--- config.mk ---
export PLATFORM = sky130hd
export DESIGN_NAME = mbc_core
export DESIGN_NICKNAME = d
export VERILOG_FILES = /design/src/hw/mbc_pkg.sv /design/src/hw/mbc_dm_if.sv /design/src/hw/mbc_data_mem.sv /design/src/hw/mbc_core.sv
export VERILOG_INCLUDE_DIRS = /design/src /design/src/hw
export SDC_FILE = /design/constraint.sdc
export NUM_CORES = 2
export LEC_CHECK = 0
export BUFFER_PORTS_ARGS = -buffer_cell sky130_fd_sc_hd__buf_4
export CAP_MARGIN = 20
export CORE_ASPECT_RATIO = 2
export CORE_MARGIN = 10
export CORE_UTILIZATION = 60
export CTS_CLUSTER_DIAMETER = 120
export DETAILED_ROUTE_END_ITERATION = 7
export GPL_ROUTABILITY_DRIVEN = 0
export MAX_ROUTING_LAYER = met4
export PLACE_DENSITY = 0.77
export RECOVER_POWER = 50
export SETUP_SLACK_MARGIN = 0.5
export SLEW_MARGIN = 25
export SYNTH_ARGS = -nofsm -noshare
export SYNTH_HDL_FRONTEND = slang
export SYNTH_SLANG_ARGS = --single-unit
--- constraint.sdc ---
create_clock -name CLK_SYS -period 15.95 [get_ports CLK_SYS]
set_clock_uncertainty 0.05 [all_clocks]
set_input_delay 1.595 -clock CLK_SYS [delete_from_list [all_inputs] [get_ports CLK_SYS]]
set_output_delay 1.595 -clock CLK_SYS [all_outputs]
set_load 0.02 [all_outputs]
--- src/hw/mbc_params.svh ---
// Opcode fields, opcodes, lengths and cycle counts of the branch/control decoder
`ifndef MBC_PARAMS_SVH
`define MBC_PARAMS_SVH

// Short relative branch fields
`define MBC_KIND_MSB 2
`define MBC_KIND_LSB 0
`define MBC_DIR_BIT 3
`define MBC_SPAN_MSB 7
`define MBC_SPAN_LSB 4

// Short relative branch kinds (low three opcode bits, direction bit clear or set)
`define MBC_KIND_BR_NONZERO 3'h0
`define MBC_KIND_BR_NO_CARRY 3'h2
`define MBC_KIND_BR_ZERO 3'h4
`define MBC_KIND_BR_CARRY 3'h6

// Low nibble of the other groups
`define MBC_LOW_CALL 4'h1
`define MBC_LOW_ABS_JUMP 4'h9
`define MBC_LOW_BIT_TEST 4'h3
`define MBC_LOW_BIT_MOD 4'hb

// Bit groups: polarity bit and bit number bits (reversed order)
`define MBC_BIT_POL 4
`define MBC_BITNUM_B0 7
`define MBC_BITNUM_B1 6
`define MBC_BITNUM_B2 5

// Control opcodes
`define MBC_OPC_NO_OPERATION 8'h2d
`define MBC_OPC_RETURN 8'hcd
`define MBC_OPC_INT_RETURN 8'h4d
`define MBC_OPC_STOP 8'h6d
`define MBC_OPC_WAIT 8'hed

// Instruction lengths in bytes
`define MBC_LEN_SHORT 12'h001
`define MBC_LEN_TWO 12'h002
`define MBC_LEN_THREE 12'h003

// Cycle counts
`define MBC_CYC_SHORT_REL 3'h2
`define MBC_CYC_BIT_TEST 3'h5
`define MBC_CYC_BIT_MOD 3'h4
`define MBC_CYC_EXT 3'h4
`define MBC_CYC_CONTROL 3'h2

// Sub-cycles within multi-cycle instructions
`define MBC_CYC_OPERAND1 3'h1
`define MBC_CYC_OPERAND2 3'h2
`define MBC_CYC_DATA 3'h3

// Reset values
`define MBC_RST_PC 12'h000
`define MBC_RST_FLAGS 1'h0

`endif

--- src/hw/mbc_pkg.sv ---
// Types shared by the branch/control decoder modules
package mbc_pkg;

  typedef enum logic [1:0]
  {
    MBC_ST_IDLE = 2'b00,
    MBC_ST_EXEC = 2'b01,
    MBC_ST_HALT = 2'b11
  } mbc_state_e;

  typedef enum logic [3:0]
  {
    MBC_OP_BR_NONZERO,
    MBC_OP_BR_NO_CARRY,
    MBC_OP_BR_ZERO,
    MBC_OP_BR_CARRY,
    MBC_OP_CALL,
    MBC_OP_ABS_JUMP,
    MBC_OP_BIT_TEST,
    MBC_OP_BIT_MOD,
    MBC_OP_NO_OPERATION,
    MBC_OP_RETURN,
    MBC_OP_INT_RETURN,
    MBC_OP_STOP,
    MBC_OP_WAIT,
    MBC_OP_OTHER
  } mbc_op_e;

  typedef logic [11:0] mbc_addr_t;

endpackage

--- src/hw/mbc_dm_if.sv ---
// Data space port between the core and its data memory
`timescale 1ns/100ps
`default_nettype none

interface mbc_dm_if;
  logic [7:0] addr;
  logic [7:0] wdata;
  logic we;
  logic [7:0] rdata;

  modport core (output addr, output wdata, output we, input rdata);
  modport mem (input addr, input wdata, input we, output rdata);
endinterface

`default_nettype wire

--- src/hw/mbc_data_mem.sv ---
// Data space memory with registered read
`timescale 1ns/100ps
`default_nettype none

module mbc_data_mem #(
  parameter int DEPTH = 256
) (
  input wire logic clk,
  mbc_dm_if.mem dm
);

  logic [7:0] mem_reg [DEPTH];

  always_ff @(posedge clk)
  begin
    if (dm.we)
    begin
      mem_reg[dm.addr] <= dm.wdata;
    end
  end

  // Read data is old contents on a write cycle
  always_ff @(posedge clk)
  begin
    dm.rdata <= mem_reg[dm.addr];
  end

endmodule // mbc_data_mem

`default_nettype wire

--- src/hw/mbc_core.sv ---
// Branch, bit-handling, jump/call and control instruction sequencer
//
// Operation
// - Short branch taken only when flag condition holds
// - Short branch: 4-bit span, one byte, two cycles
// - Bit test branch: 8-bit displacement, three bytes, five
// - Bit test copies tested bit into carry
// - Three opcode bits select the data bit
// - Bit set/clear: two bytes, four cycles, flags kept
// - Bit test joins direct address with relative target
// - Control ops one byte, two cycles; interrupt_return restores flags
// - Watchdog option turns stop into wait
// - Jump/call: 12-bit target, two bytes, four cycles
// - Direction bit: 0 forward, 1 backward span
`include "mbc_params.svh"
`timescale 1ns/100ps
`default_nettype none

module mbc_core #(
  parameter int STACK_DEPTH = 6
) (
  input wire logic CLK_SYS,
  input wire logic RST,
  input wire logic RUN,
  input wire logic WDG_OPTION,
  input wire logic WAKE,
  input wire logic [7:0] PROG_DATA,
  output logic [11:0] PROG_ADDR,
  input wire logic FLAG_WR,
  input wire logic FLAG_C_IN,
  input wire logic FLAG_Z_IN,
  input wire logic NMF_C,
  input wire logic NMF_Z,
  input wire logic DMX_WE,
  input wire logic [7:0] DMX_ADDR,
  input wire logic [7:0] DMX_WDATA,
  output logic [7:0] DMX_RDATA,
  output logic FLAG_C,
  output logic FLAG_Z,
  output logic STOP_MODE,
  output logic WAIT_MODE,
  output logic INSTR_DONE,
  output logic UNKNOWN_OP
);

  localparam int SPW = (STACK_DEPTH > 1) ? $clog2(STACK_DEPTH) : 1;
  localparam logic [SPW-1:0] SP_TOP = SPW'(STACK_DEPTH - 1);

  mbc_dm_if dm ();

  mbc_data_mem u_mem (
    .clk (CLK_SYS),
    .dm (dm.mem)
  );

  mbc_pkg::mbc_state_e state_reg;
  logic [2:0] cyc_reg;
  mbc_pkg::mbc_addr_t pc_reg;
  mbc_pkg::mbc_addr_t pc_next;
  mbc_pkg::mbc_addr_t prog_addr_reg;
  logic [7:0] opc_reg;
  logic [7:0] opr_reg;
  logic [7:0] disp_reg;
  logic [7:0] dm_addr_reg;
  logic tbit_reg;
  logic carry_reg;
  logic zero_reg;
  logic stop_reg;
  logic wait_reg;
  logic done_reg;
  logic unknown_reg;
  mbc_pkg::mbc_addr_t stk_reg [STACK_DEPTH];
  logic [SPW-1:0] sp_reg;
  logic [SPW-1:0] sp_prev;
  logic [7:0] cur_op;
  mbc_pkg::mbc_op_e cls;
  logic last;
  logic [2:0] bit_num;
  logic [7:0] bit_mask;
  logic taken;

  // Opcode classification
  function automatic mbc_pkg::mbc_op_e classify(input logic [7:0] op);
    classify = mbc_pkg::MBC_OP_OTHER;
    if (op == `MBC_OPC_NO_OPERATION)
      classify = mbc_pkg::MBC_OP_NO_OPERATION;
    else if (op == `MBC_OPC_RETURN)
      classify = mbc_pkg::MBC_OP_RETURN;
    else if (op == `MBC_OPC_INT_RETURN)
      classify = mbc_pkg::MBC_OP_INT_RETURN;
    else if (op == `MBC_OPC_STOP)
      classify = mbc_pkg::MBC_OP_STOP;
    else if (op == `MBC_OPC_WAIT)
      classify = mbc_pkg::MBC_OP_WAIT;
    else if (op[3:0] == `MBC_LOW_CALL)
      classify = mbc_pkg::MBC_OP_CALL;
    else if (op[3:0] == `MBC_LOW_ABS_JUMP)
      classify = mbc_pkg::MBC_OP_ABS_JUMP;
    else if (op[3:0] == `MBC_LOW_BIT_TEST)
      classify = mbc_pkg::MBC_OP_BIT_TEST;
    else if (op[3:0] == `MBC_LOW_BIT_MOD)
      classify = mbc_pkg::MBC_OP_BIT_MOD;
    else
    begin
      case (op[`MBC_KIND_MSB:`MBC_KIND_LSB])
        `MBC_KIND_BR_NONZERO: classify = mbc_pkg::MBC_OP_BR_NONZERO;
        `MBC_KIND_BR_NO_CARRY: classify = mbc_pkg::MBC_OP_BR_NO_CARRY;
        `MBC_KIND_BR_ZERO: classify = mbc_pkg::MBC_OP_BR_ZERO;
        `MBC_KIND_BR_CARRY: classify = mbc_pkg::MBC_OP_BR_CARRY;
        default: classify = mbc_pkg::MBC_OP_OTHER;
      endcase
    end
  endfunction

  // Cycles taken by each class
  function automatic logic [2:0] op_cycles(input mbc_pkg::mbc_op_e c);
    case (c)
      mbc_pkg::MBC_OP_BR_NONZERO,
      mbc_pkg::MBC_OP_BR_NO_CARRY,
      mbc_pkg::MBC_OP_BR_ZERO,
      mbc_pkg::MBC_OP_BR_CARRY: op_cycles = `MBC_CYC_SHORT_REL;
      mbc_pkg::MBC_OP_BIT_TEST: op_cycles = `MBC_CYC_BIT_TEST;
      mbc_pkg::MBC_OP_BIT_MOD: op_cycles = `MBC_CYC_BIT_MOD;
      mbc_pkg::MBC_OP_CALL,
      mbc_pkg::MBC_OP_ABS_JUMP: op_cycles = `MBC_CYC_EXT;
      default: op_cycles = `MBC_CYC_CONTROL;
    endcase
  endfunction

  assign cur_op = (cyc_reg == 3'h0) ? PROG_DATA : opc_reg;
  assign cls = classify(cur_op);
  assign last = (state_reg == mbc_pkg::MBC_ST_EXEC) && (cyc_reg == op_cycles(cls) - 3'h1);
  assign bit_num = {opc_reg[`MBC_BITNUM_B2], opc_reg[`MBC_BITNUM_B1],
                    opc_reg[`MBC_BITNUM_B0]};
  assign bit_mask = 8'h01 << bit_num;
  assign sp_prev = (sp_reg == '0) ? SP_TOP : sp_reg - SPW'(1);

  // Branch condition
  always_comb
  begin
    case (cls)
      mbc_pkg::MBC_OP_BR_NONZERO: taken = !zero_reg;
      mbc_pkg::MBC_OP_BR_NO_CARRY: taken = !carry_reg;
      mbc_pkg::MBC_OP_BR_ZERO: taken = zero_reg;
      mbc_pkg::MBC_OP_BR_CARRY: taken = carry_reg;
      mbc_pkg::MBC_OP_BIT_TEST: taken = (tbit_reg == opc_reg[`MBC_BIT_POL]);
      default: taken = 1'b0;
    endcase
  end

  // Address of the next instruction
  always_comb
  begin
    pc_next = pc_reg + `MBC_LEN_SHORT;
    case (cls)
      mbc_pkg::MBC_OP_BR_NONZERO,
      mbc_pkg::MBC_OP_BR_NO_CARRY,
      mbc_pkg::MBC_OP_BR_ZERO,
      mbc_pkg::MBC_OP_BR_CARRY:
      begin
        if (taken && opc_reg[`MBC_DIR_BIT])
          pc_next = pc_reg - {8'h00, opc_reg[`MBC_SPAN_MSB:`MBC_SPAN_LSB]};
        else if (taken)
          pc_next = pc_reg + `MBC_LEN_SHORT
                    + {8'h00, opc_reg[`MBC_SPAN_MSB:`MBC_SPAN_LSB]};
      end
      mbc_pkg::MBC_OP_BIT_TEST:
      begin
        if (taken)
          pc_next = pc_reg + `MBC_LEN_TWO + {{4{disp_reg[7]}}, disp_reg};
        else
          pc_next = pc_reg + `MBC_LEN_THREE;
      end
      mbc_pkg::MBC_OP_BIT_MOD: pc_next = pc_reg + `MBC_LEN_TWO;
      mbc_pkg::MBC_OP_CALL,
      mbc_pkg::MBC_OP_ABS_JUMP: pc_next = {opc_reg[7:4], opr_reg};
      mbc_pkg::MBC_OP_RETURN,
      mbc_pkg::MBC_OP_INT_RETURN: pc_next = stk_reg[sp_prev];
      default: pc_next = pc_reg + `MBC_LEN_SHORT;
    endcase
  end

  // Data memory port: outside access only while idle
  always_comb
  begin
    if (state_reg == mbc_pkg::MBC_ST_IDLE)
    begin
      dm.addr = DMX_ADDR;
      dm.we = DMX_WE;
      dm.wdata = DMX_WDATA;
    end
    else
    begin
      dm.addr = dm_addr_reg;
      dm.we = (state_reg == mbc_pkg::MBC_ST_EXEC) && (cls == mbc_pkg::MBC_OP_BIT_MOD)
              && (cyc_reg == `MBC_CYC_DATA);
      dm.wdata = opc_reg[`MBC_BIT_POL] ? (dm.rdata | bit_mask)
                 : (dm.rdata & ~bit_mask);
    end
  end

  // Sequencer state
  always_ff @(posedge CLK_SYS)
  begin
    if (RST)
    begin
      state_reg <= mbc_pkg::MBC_ST_IDLE;
      cyc_reg <= 3'h0;
    end
    else
    begin
      case (state_reg)
        mbc_pkg::MBC_ST_IDLE:
          if (RUN)
            state_reg <= mbc_pkg::MBC_ST_EXEC;
        mbc_pkg::MBC_ST_EXEC:
        begin
          cyc_reg <= last ? 3'h0 : cyc_reg + 3'h1;
          if (last && (cls == mbc_pkg::MBC_OP_STOP || cls == mbc_pkg::MBC_OP_WAIT))
            state_reg <= mbc_pkg::MBC_ST_HALT;
          else if (last && !RUN)
            state_reg <= mbc_pkg::MBC_ST_IDLE;
        end
        mbc_pkg::MBC_ST_HALT:
          if (WAKE)
            state_reg <= mbc_pkg::MBC_ST_EXEC;
        default: state_reg <= mbc_pkg::MBC_ST_IDLE;
      endcase
    end
  end

  // Program counter, fetch address and operand capture
  always_ff @(posedge CLK_SYS)
  begin
    if (RST)
    begin
      pc_reg <= `MBC_RST_PC;
      prog_addr_reg <= `MBC_RST_PC;
      opc_reg <= 8'h00;
      opr_reg <= 8'h00;
      disp_reg <= 8'h00;
      dm_addr_reg <= 8'h00;
    end
    else if (state_reg == mbc_pkg::MBC_ST_EXEC)
    begin
      if (cyc_reg == 3'h0)
        opc_reg <= PROG_DATA;
      if (cyc_reg == `MBC_CYC_OPERAND1)
      begin
        opr_reg <= PROG_DATA;
        dm_addr_reg <= PROG_DATA;
      end
      if (cyc_reg == `MBC_CYC_OPERAND2)
        disp_reg <= PROG_DATA;
      if (last)
      begin
        pc_reg <= pc_next;
        prog_addr_reg <= pc_next;
      end
      else
        prog_addr_reg <= pc_reg + {9'h000, cyc_reg} + `MBC_LEN_SHORT;
    end
  end

  // Return stack
  always_ff @(posedge CLK_SYS)
  begin
    if (RST)
      sp_reg <= '0;
    else if (last && cls == mbc_pkg::MBC_OP_CALL)
    begin
      stk_reg[sp_reg] <= pc_reg + `MBC_LEN_TWO;
      sp_reg <= (sp_reg == SP_TOP) ? '0 : sp_reg + SPW'(1);
    end
    else if (last && (cls == mbc_pkg::MBC_OP_RETURN || cls == mbc_pkg::MBC_OP_INT_RETURN))
      sp_reg <= sp_prev;
  end

  // Flags; core updates win over the outside load
  always_ff @(posedge CLK_SYS)
  begin
    if (RST)
    begin
      carry_reg <= `MBC_RST_FLAGS;
      zero_reg <= `MBC_RST_FLAGS;
      tbit_reg <= 1'b0;
    end
    else if (state_reg == mbc_pkg::MBC_ST_EXEC && cls == mbc_pkg::MBC_OP_BIT_TEST
             && cyc_reg == `MBC_CYC_DATA)
    begin
      tbit_reg <= dm.rdata[bit_num];
      carry_reg <= dm.rdata[bit_num];
    end
    else if (last && cls == mbc_pkg::MBC_OP_INT_RETURN)
    begin
      carry_reg <= NMF_C;
      zero_reg <= NMF_Z;
    end
    else if (FLAG_WR)
    begin
      carry_reg <= FLAG_C_IN;
      zero_reg <= FLAG_Z_IN;
    end
  end

  // Power-saving mode outputs
  always_ff @(posedge CLK_SYS)
  begin
    if (RST)
    begin
      stop_reg <= 1'b0;
      wait_reg <= 1'b0;
    end
    else if (last && cls == mbc_pkg::MBC_OP_STOP)
    begin
      stop_reg <= !WDG_OPTION;
      wait_reg <= WDG_OPTION;
    end
    else if (last && cls == mbc_pkg::MBC_OP_WAIT)
      wait_reg <= 1'b1;
    else if (state_reg == mbc_pkg::MBC_ST_HALT && WAKE)
    begin
      stop_reg <= 1'b0;
      wait_reg <= 1'b0;
    end
  end

  // Completion and unknown-opcode pulses
  always_ff @(posedge CLK_SYS)
  begin
    if (RST)
    begin
      done_reg <= 1'b0;
      unknown_reg <= 1'b0;
    end
    else
    begin
      done_reg <= last;
      unknown_reg <= last && (cls == mbc_pkg::MBC_OP_OTHER);
    end
  end

  assign PROG_ADDR = prog_addr_reg;
  assign DMX_RDATA = dm.rdata;
  assign FLAG_C = carry_reg;
  assign FLAG_Z = zero_reg;
  assign STOP_MODE = stop_reg;
  assign WAIT_MODE = wait_reg;
  assign INSTR_DONE = done_reg;
  assign UNKNOWN_OP = unknown_reg;

endmodule // mbc_core

`default_nettype wire

# Word-level counts from Yosys, hierarchy flattened
# Memories as Yosys holds them, arrays and structs flattened. A register that Yosys moved wholly into a read port is not among the register bits.
# Index checks and enable logic that the tools add are counted.
# op_classes
n_bitwise	4
order_cmp	1
shift	1
n_mux	49
eq_ne	36
add_sub_neg	12
n_reduce_logical	40
# ops
operator	count
one-hot mux 12 bit (5 select lines)	1
two-way mux 12 bit	4
two-way mux 4 bit	9
two-way mux 8 bit	4
== test 4 bit, second input constant	7
adder 12 x 1 -> 12 bit, second input constant	2
adder 12 x 2 -> 12 bit, second input constant	2
two-way mux 3 bit	6
two-way mux 1 bit	17
== test 4 x 3 -> 1 bit, second input constant	4
== test 8 x 7 -> 1 bit, second input constant	2
== test 8 bit, second input constant	2
one-hot mux 4 bit (4 select lines)	1
logical AND 1 bit	15
adder 12 bit	1
adder 12 x 3 -> 12 bit	1
adder 12 x 4 -> 12 bit	1
== test 4 x 2 -> 1 bit, second input constant	3
subtractor 12 x 4 -> 12 bit	1
AND reduction 2 bit	5
== test 3 x 2 -> 1 bit, second input constant	3
== test 3 bit, second input constant	3
logical NOT 3 bit	3
AND 8 bit	1
29 further kinds	45
# totals
inputBits	35
rom_bits	24
ramBits	2120
out_inout_bits	26
reg_bits	63
word_cells	161
memories	3
# mem_list
name	depth	width	rd	rd_clocked_by_memory_dff	wr	line	rtl
u_mem.mem_reg	256	8	1	1	1	mbc_data_mem.sv:12	logic [7:0] mem_reg [DEPTH];
stk_reg	6	12	1	0	1	mbc_core.sv:72	mbc_pkg::mbc_addr_t stk_reg [STACK_DEPTH];
(name not given)	8	3	1	0	0	mbc_core.sv:117	case (c)

# Depth between registers and ports, before layout
# An unclocked memory read counts as a cell.
# logic_depth
depth_word	22
mapped_depth	20
mapped_depth_nobuf	16

# Hierarchy
# Synthesis repeated with hierarchy kept, for this count alone.
# hier_totals
hier_cells	4534
area_unflattened_um2	87448.9
# modules_own_cells
mod	area_per_inst_um2	n_inst	seq_area_each_um2	cells_each
mbc_data_mem	78492.8	1	61659.1	3547
mbc_core	8956.1	1	3423.3	987

# Least setup slack after synthesis
# OpenSTA, ideal clock, no wires.
# synth_path
path_kind	register to register
start	register state_reg[0]
end	memory u_mem.mem_reg[0][2] (data pin)
setup_ns	2.187
period_less_slack_ns	13.609
n_path_buf	4
path_stages_with_launch	8
setup_slack_ns	2.341
arrival_time_ns	11.372
cell_sequence	dfxtp_1 inv_1 ha_1 buf_2 buf_1 clkbuf_1 clkbuf_1 o21ai_0
# synth_via
elab_chain_cells	2
# synth_lines
item	line	rtl
start, declared	mbc_core.sv:56	mbc_pkg::mbc_state_e state_reg;
start signal, assigned	mbc_core.sv:207	state_reg <= mbc_pkg::MBC_ST_IDLE;
start signal, assigned	mbc_core.sv:215	state_reg <= mbc_pkg::MBC_ST_EXEC;
start signal, assigned	mbc_core.sv:220	state_reg <= mbc_pkg::MBC_ST_HALT;
logical NOT 2 bit	mbc_core.sv:186	if (state_reg == mbc_pkg::MBC_ST_IDLE)
two-way mux 8 bit	mbc_core.sv:186	
via dm.wdata[2]	mbc_dm_if.sv:7	logic [7:0] wdata;
end, declared	mbc_data_mem.sv:12	
# The timed path passes the listed nets, and every way through them passes these cells.

# Worst setup path after layout
# layout_path
start	register state_reg[0]
end	memory u_mem.mem_reg[185][1] (data pin)
# Same word-level chain as after synthesis.

==> results by group <==
Critical path
  – Critical setup path kind: reg2reg
  – CP bufs+invs: 4
  – Crit path max fanout: 125
  – CP peak stage delay: 4.36 ns
  – CP max-delay cell: clkbuf_1
  – Crit end category: flip-flop
  – Worst Path Arrival: 9.12 ns
  – Critical R2R Launch: state_reg[0]
  – Most frequent CP cell: clkbuf_1
  – Critical-path cell list: inv_1 -> ha_1 -> clkbuf_1 -> clkinv_1 -> a21oi_4 -> clkbuf_1
  – CP required: 15.57 ns
  – Crit-path leading delay family: buffers and inverters
  – Critical Path Start: state_reg[0]
  – CP Launch Type: flip-flop

Synthesis
  – Post-Synth XOR/XNOR Area: 0.603%
  – Fraction of synthesized area in multiplexers: 14.5%
  – Synth cell types: 73
  – Synth Cell Area: 88600 sq um
  – Compound-Gate Fraction of Synth Area: 3.22%
  – Post-synth top flop: edfxtp_1
  – Post-Synth Simple-Gate Area: 5.98%
  – Largest family of logic cells by synthesized area: multiplexers
  – Synthesized instance count: 4947
  – Yosys reg bits: 2191
  – Syn. warnings: 0
  – Post-Syn Area per Cell: 17.9 sq um
  – Synth Net Count: 5022
  – Adder-cell share of the synthesized area: 0.599%
  – Sequential cell area fraction in the yosys report: 73.5%
  – Share of flip-flops with an asynchronous set or reset: 0%
  – EDFF count, synth: 2120
  – Top cells by area, synth: edfxtp_1 72%, mux4_2 13%, nand2_1 2.5%
  – Post-synth top area cell: edfxtp_1
  – Top-area cell type share of the netlist area: 71.9%

GRT
  – Vias in the first global route: 49.4k
  – Initial antenna violation count: 11
  – Largest net degree at the start of global routing: 257
  – Overflow after GRT: 0
  – Global Route Usage Sum: 29.2%
  – First-pass GRT wire length: 340 mm

Placement
  – Post-Place Cells: 6701
  – IO buf count: 60
  – DP HPWL: 139 mm

Pwr
  – Int Power: 0.00980 W
  – Static leakage: 30.8 nW
  – Clock power frac: 35.2%
  – Design Power: 0.0131 W
  – Flop pwr share: 51.4%
  – Switching Fraction: 25.0%
  – IR drop worst, VDD: 87.8 uV
  – Gate power share: 13.3%
  – Switching power: 0.00326 W
  – Power density over the cells: 134 nW/um^2

Layout
  – Area growth from synthesis to layout: 9.79%
  – Layout cell share with drive strength beyond 1: 19.0%
  – Leading cell types in the layout, fill and taps excluded: 2120 x edfxtp_1, 584 x nand2_1, 525 x mux4_2
  – Register area: 65100 sq um
  – Commonest non-fill, non-tap cell in the layout: edfxtp_1
  – Multi-input logic area: 22400 sq um
  – Nets: 5054
  – Max FFs per register: 2048
  – Final core occ: 66.2%
  – # fillers: 9174
  – Non-Filler Instances: 7035

Floorplanning
  – IO Count: 61
  – DIE AREA: 164000 sq um
  – Core area: 147000 sq um
  – # rows: 199
  – Die H: 563 microns
  – Die Width: 292 microns
  – Initial core utilization: 60.3%

Timing
  – Max Slew Vio Count: 1289
  – Worst Max-Slew Pin Slew: 6.44 ns
  – RSZ-0062 raised after global routing: false
  – Tmin final: 9.51 ns
  – Post-Route Setup TNS: 0 ns
  – Max_slew headroom: -330%
  – Tcrit/Tclk final: 59.6%
  – Final hold viol count: 0
  – Final setup violation count: 0
  – Peak Freq: 105 MHz

Routing
  – Drt via density: 6.86
  – Antenna-violating nets left: 0
  – Vias: 48.2k
  – Final WL: 233 mm
  – WL/cell: 33.1 microns
  – Initial drt markers: 6175
  – Initial DRT Pass Iterations: 6
  – DRC: 0

CTS
  – Clock Tree Root: clkbuf_16
  – Worst-case clock buffer depth: 4
  – Post-CTS setup buffer count: 0
  – CTS resizes: 0
  – CTS tree: done
  – Hold buffers post-CTS: 0
  – CTS sink cnt: 2191
  – Cts bufs inserted: 178
  – Htree depth: 4
  – Clk slew on worst S/H paths: 0.07 ns
  – Clk_lat worst skew: 0.84 ns

Hold path
  – HP Start: PROG_ADDR[5]
  – Hold Crit Class: reg2reg

Run status
  – Failing checks: capacitance limit, slew limit
  – Status: finished with violations

Flow run
  – Max Cap Viol: 15
cell usage after synthesis (5+ instances only):
master    count
edfxtp_1   2120
nand2_1     584
mux4_2      525
nor2_1      393
clkbuf_1    212
a21oi_1     153
nand3_1     103
mux2i_1      84
and3_1       79
dfxtp_1      71
buf_2        58
a211oi_1     47
a311oi_1     42
ha_1         36
o21ai_0      35
buf_1        34
inv_1        34
a31oi_1      31
xor2_1       31
xnor2_1      30
nor3_1       21
o22ai_1      21
mux2_2       17
nor4_1       16
a21o_1       12
nand2b_1     12
a311o_1      11
nand4_1       9
nor2b_1       9
o221ai_1      9
or3_1         9
buf_6         6
o211ai_1      6
o311ai_0      6
o31ai_1       6
a21boi_0      5
o21a_1        5
power groups by stage:
stage	clock (W)	combinational [W]	sequential [W]
4_1_cts	0.00462	0.00173	0.00666
3_5_place_dp	0	0.00172	0.00679
3_3_place_gp	0	0.00167	0.00679
5_1_grt	0.00483	0.00183	0.00672
6_report	0.00460	0.00174	0.00671
2_1_floorplan	0	0.00103	0.00700
cell families (layout without fill, tap and decap cells):
family / Yosys count / in the layout
other: 0 / 11
adders and majority gates: 40 / 40
and+or+nand+nor: 1256 / 1256
xor gates and xnor gates: 61 / 61
muxes: 627 / 627
buffers and inverters: 345 / 513
AOI/OAI and AO/OA: 427 / 427
DFF: 2191 / 2191
worst reg2reg max path: cells and delay by family, from the launching register on:
family	cells	cell delay [ns]
compound gates	1	0.32
fa+ha+maj	1	0.14
flops	1	0.34
buf+inv	4	7.35
layer usage:
metal  wire (microns)  track usage, %  up-vias
met1            73100            31.8    24800
li1                 -               -    19700
met4            20400            21.4        0
met3            19900            4.92      776
met2           119000            48.2     3033
met5                0               -        -
final cells by class:
class                      count  share of cell area [%]
sequential                  2191                    66.9
multi-input combinational   2411                    23.0
clock buffer                 213                    4.83
tap                         1909                    2.46
clock inverter               103                    1.37
timing repair buffer         162                    1.24
inverter                      35                   0.135
antenna                       11                  0.0283
worst paths after layout:
path,endpoint,cells past startpoint,slack (ns)
setup / recovery,u_mem.mem_reg[185][1],6,6.44
hold reg to reg,PROG_ADDR[5],2,0.43
setup reg to reg,u_mem.mem_reg[185][1],6,6.44
hold / removal,PROG_ADDR[5],2,0.43
through the flow:
stage / area, sq um / setup slack [ns] / hold WS (ns)
after floorplan: 88600 / 2.34 / 0.390
after global placement: 91200 / 9.14 / 0.416
after detailed placement: 91300 / 9.14 / 0.423
after CTS: 97300 / 9.56 / 0.433
after global routing: 97200 / 5.76 / 0.456
final: 97200 / 6.44 / 0.427
Note: power is estimated with default switching activity, not from simulation.
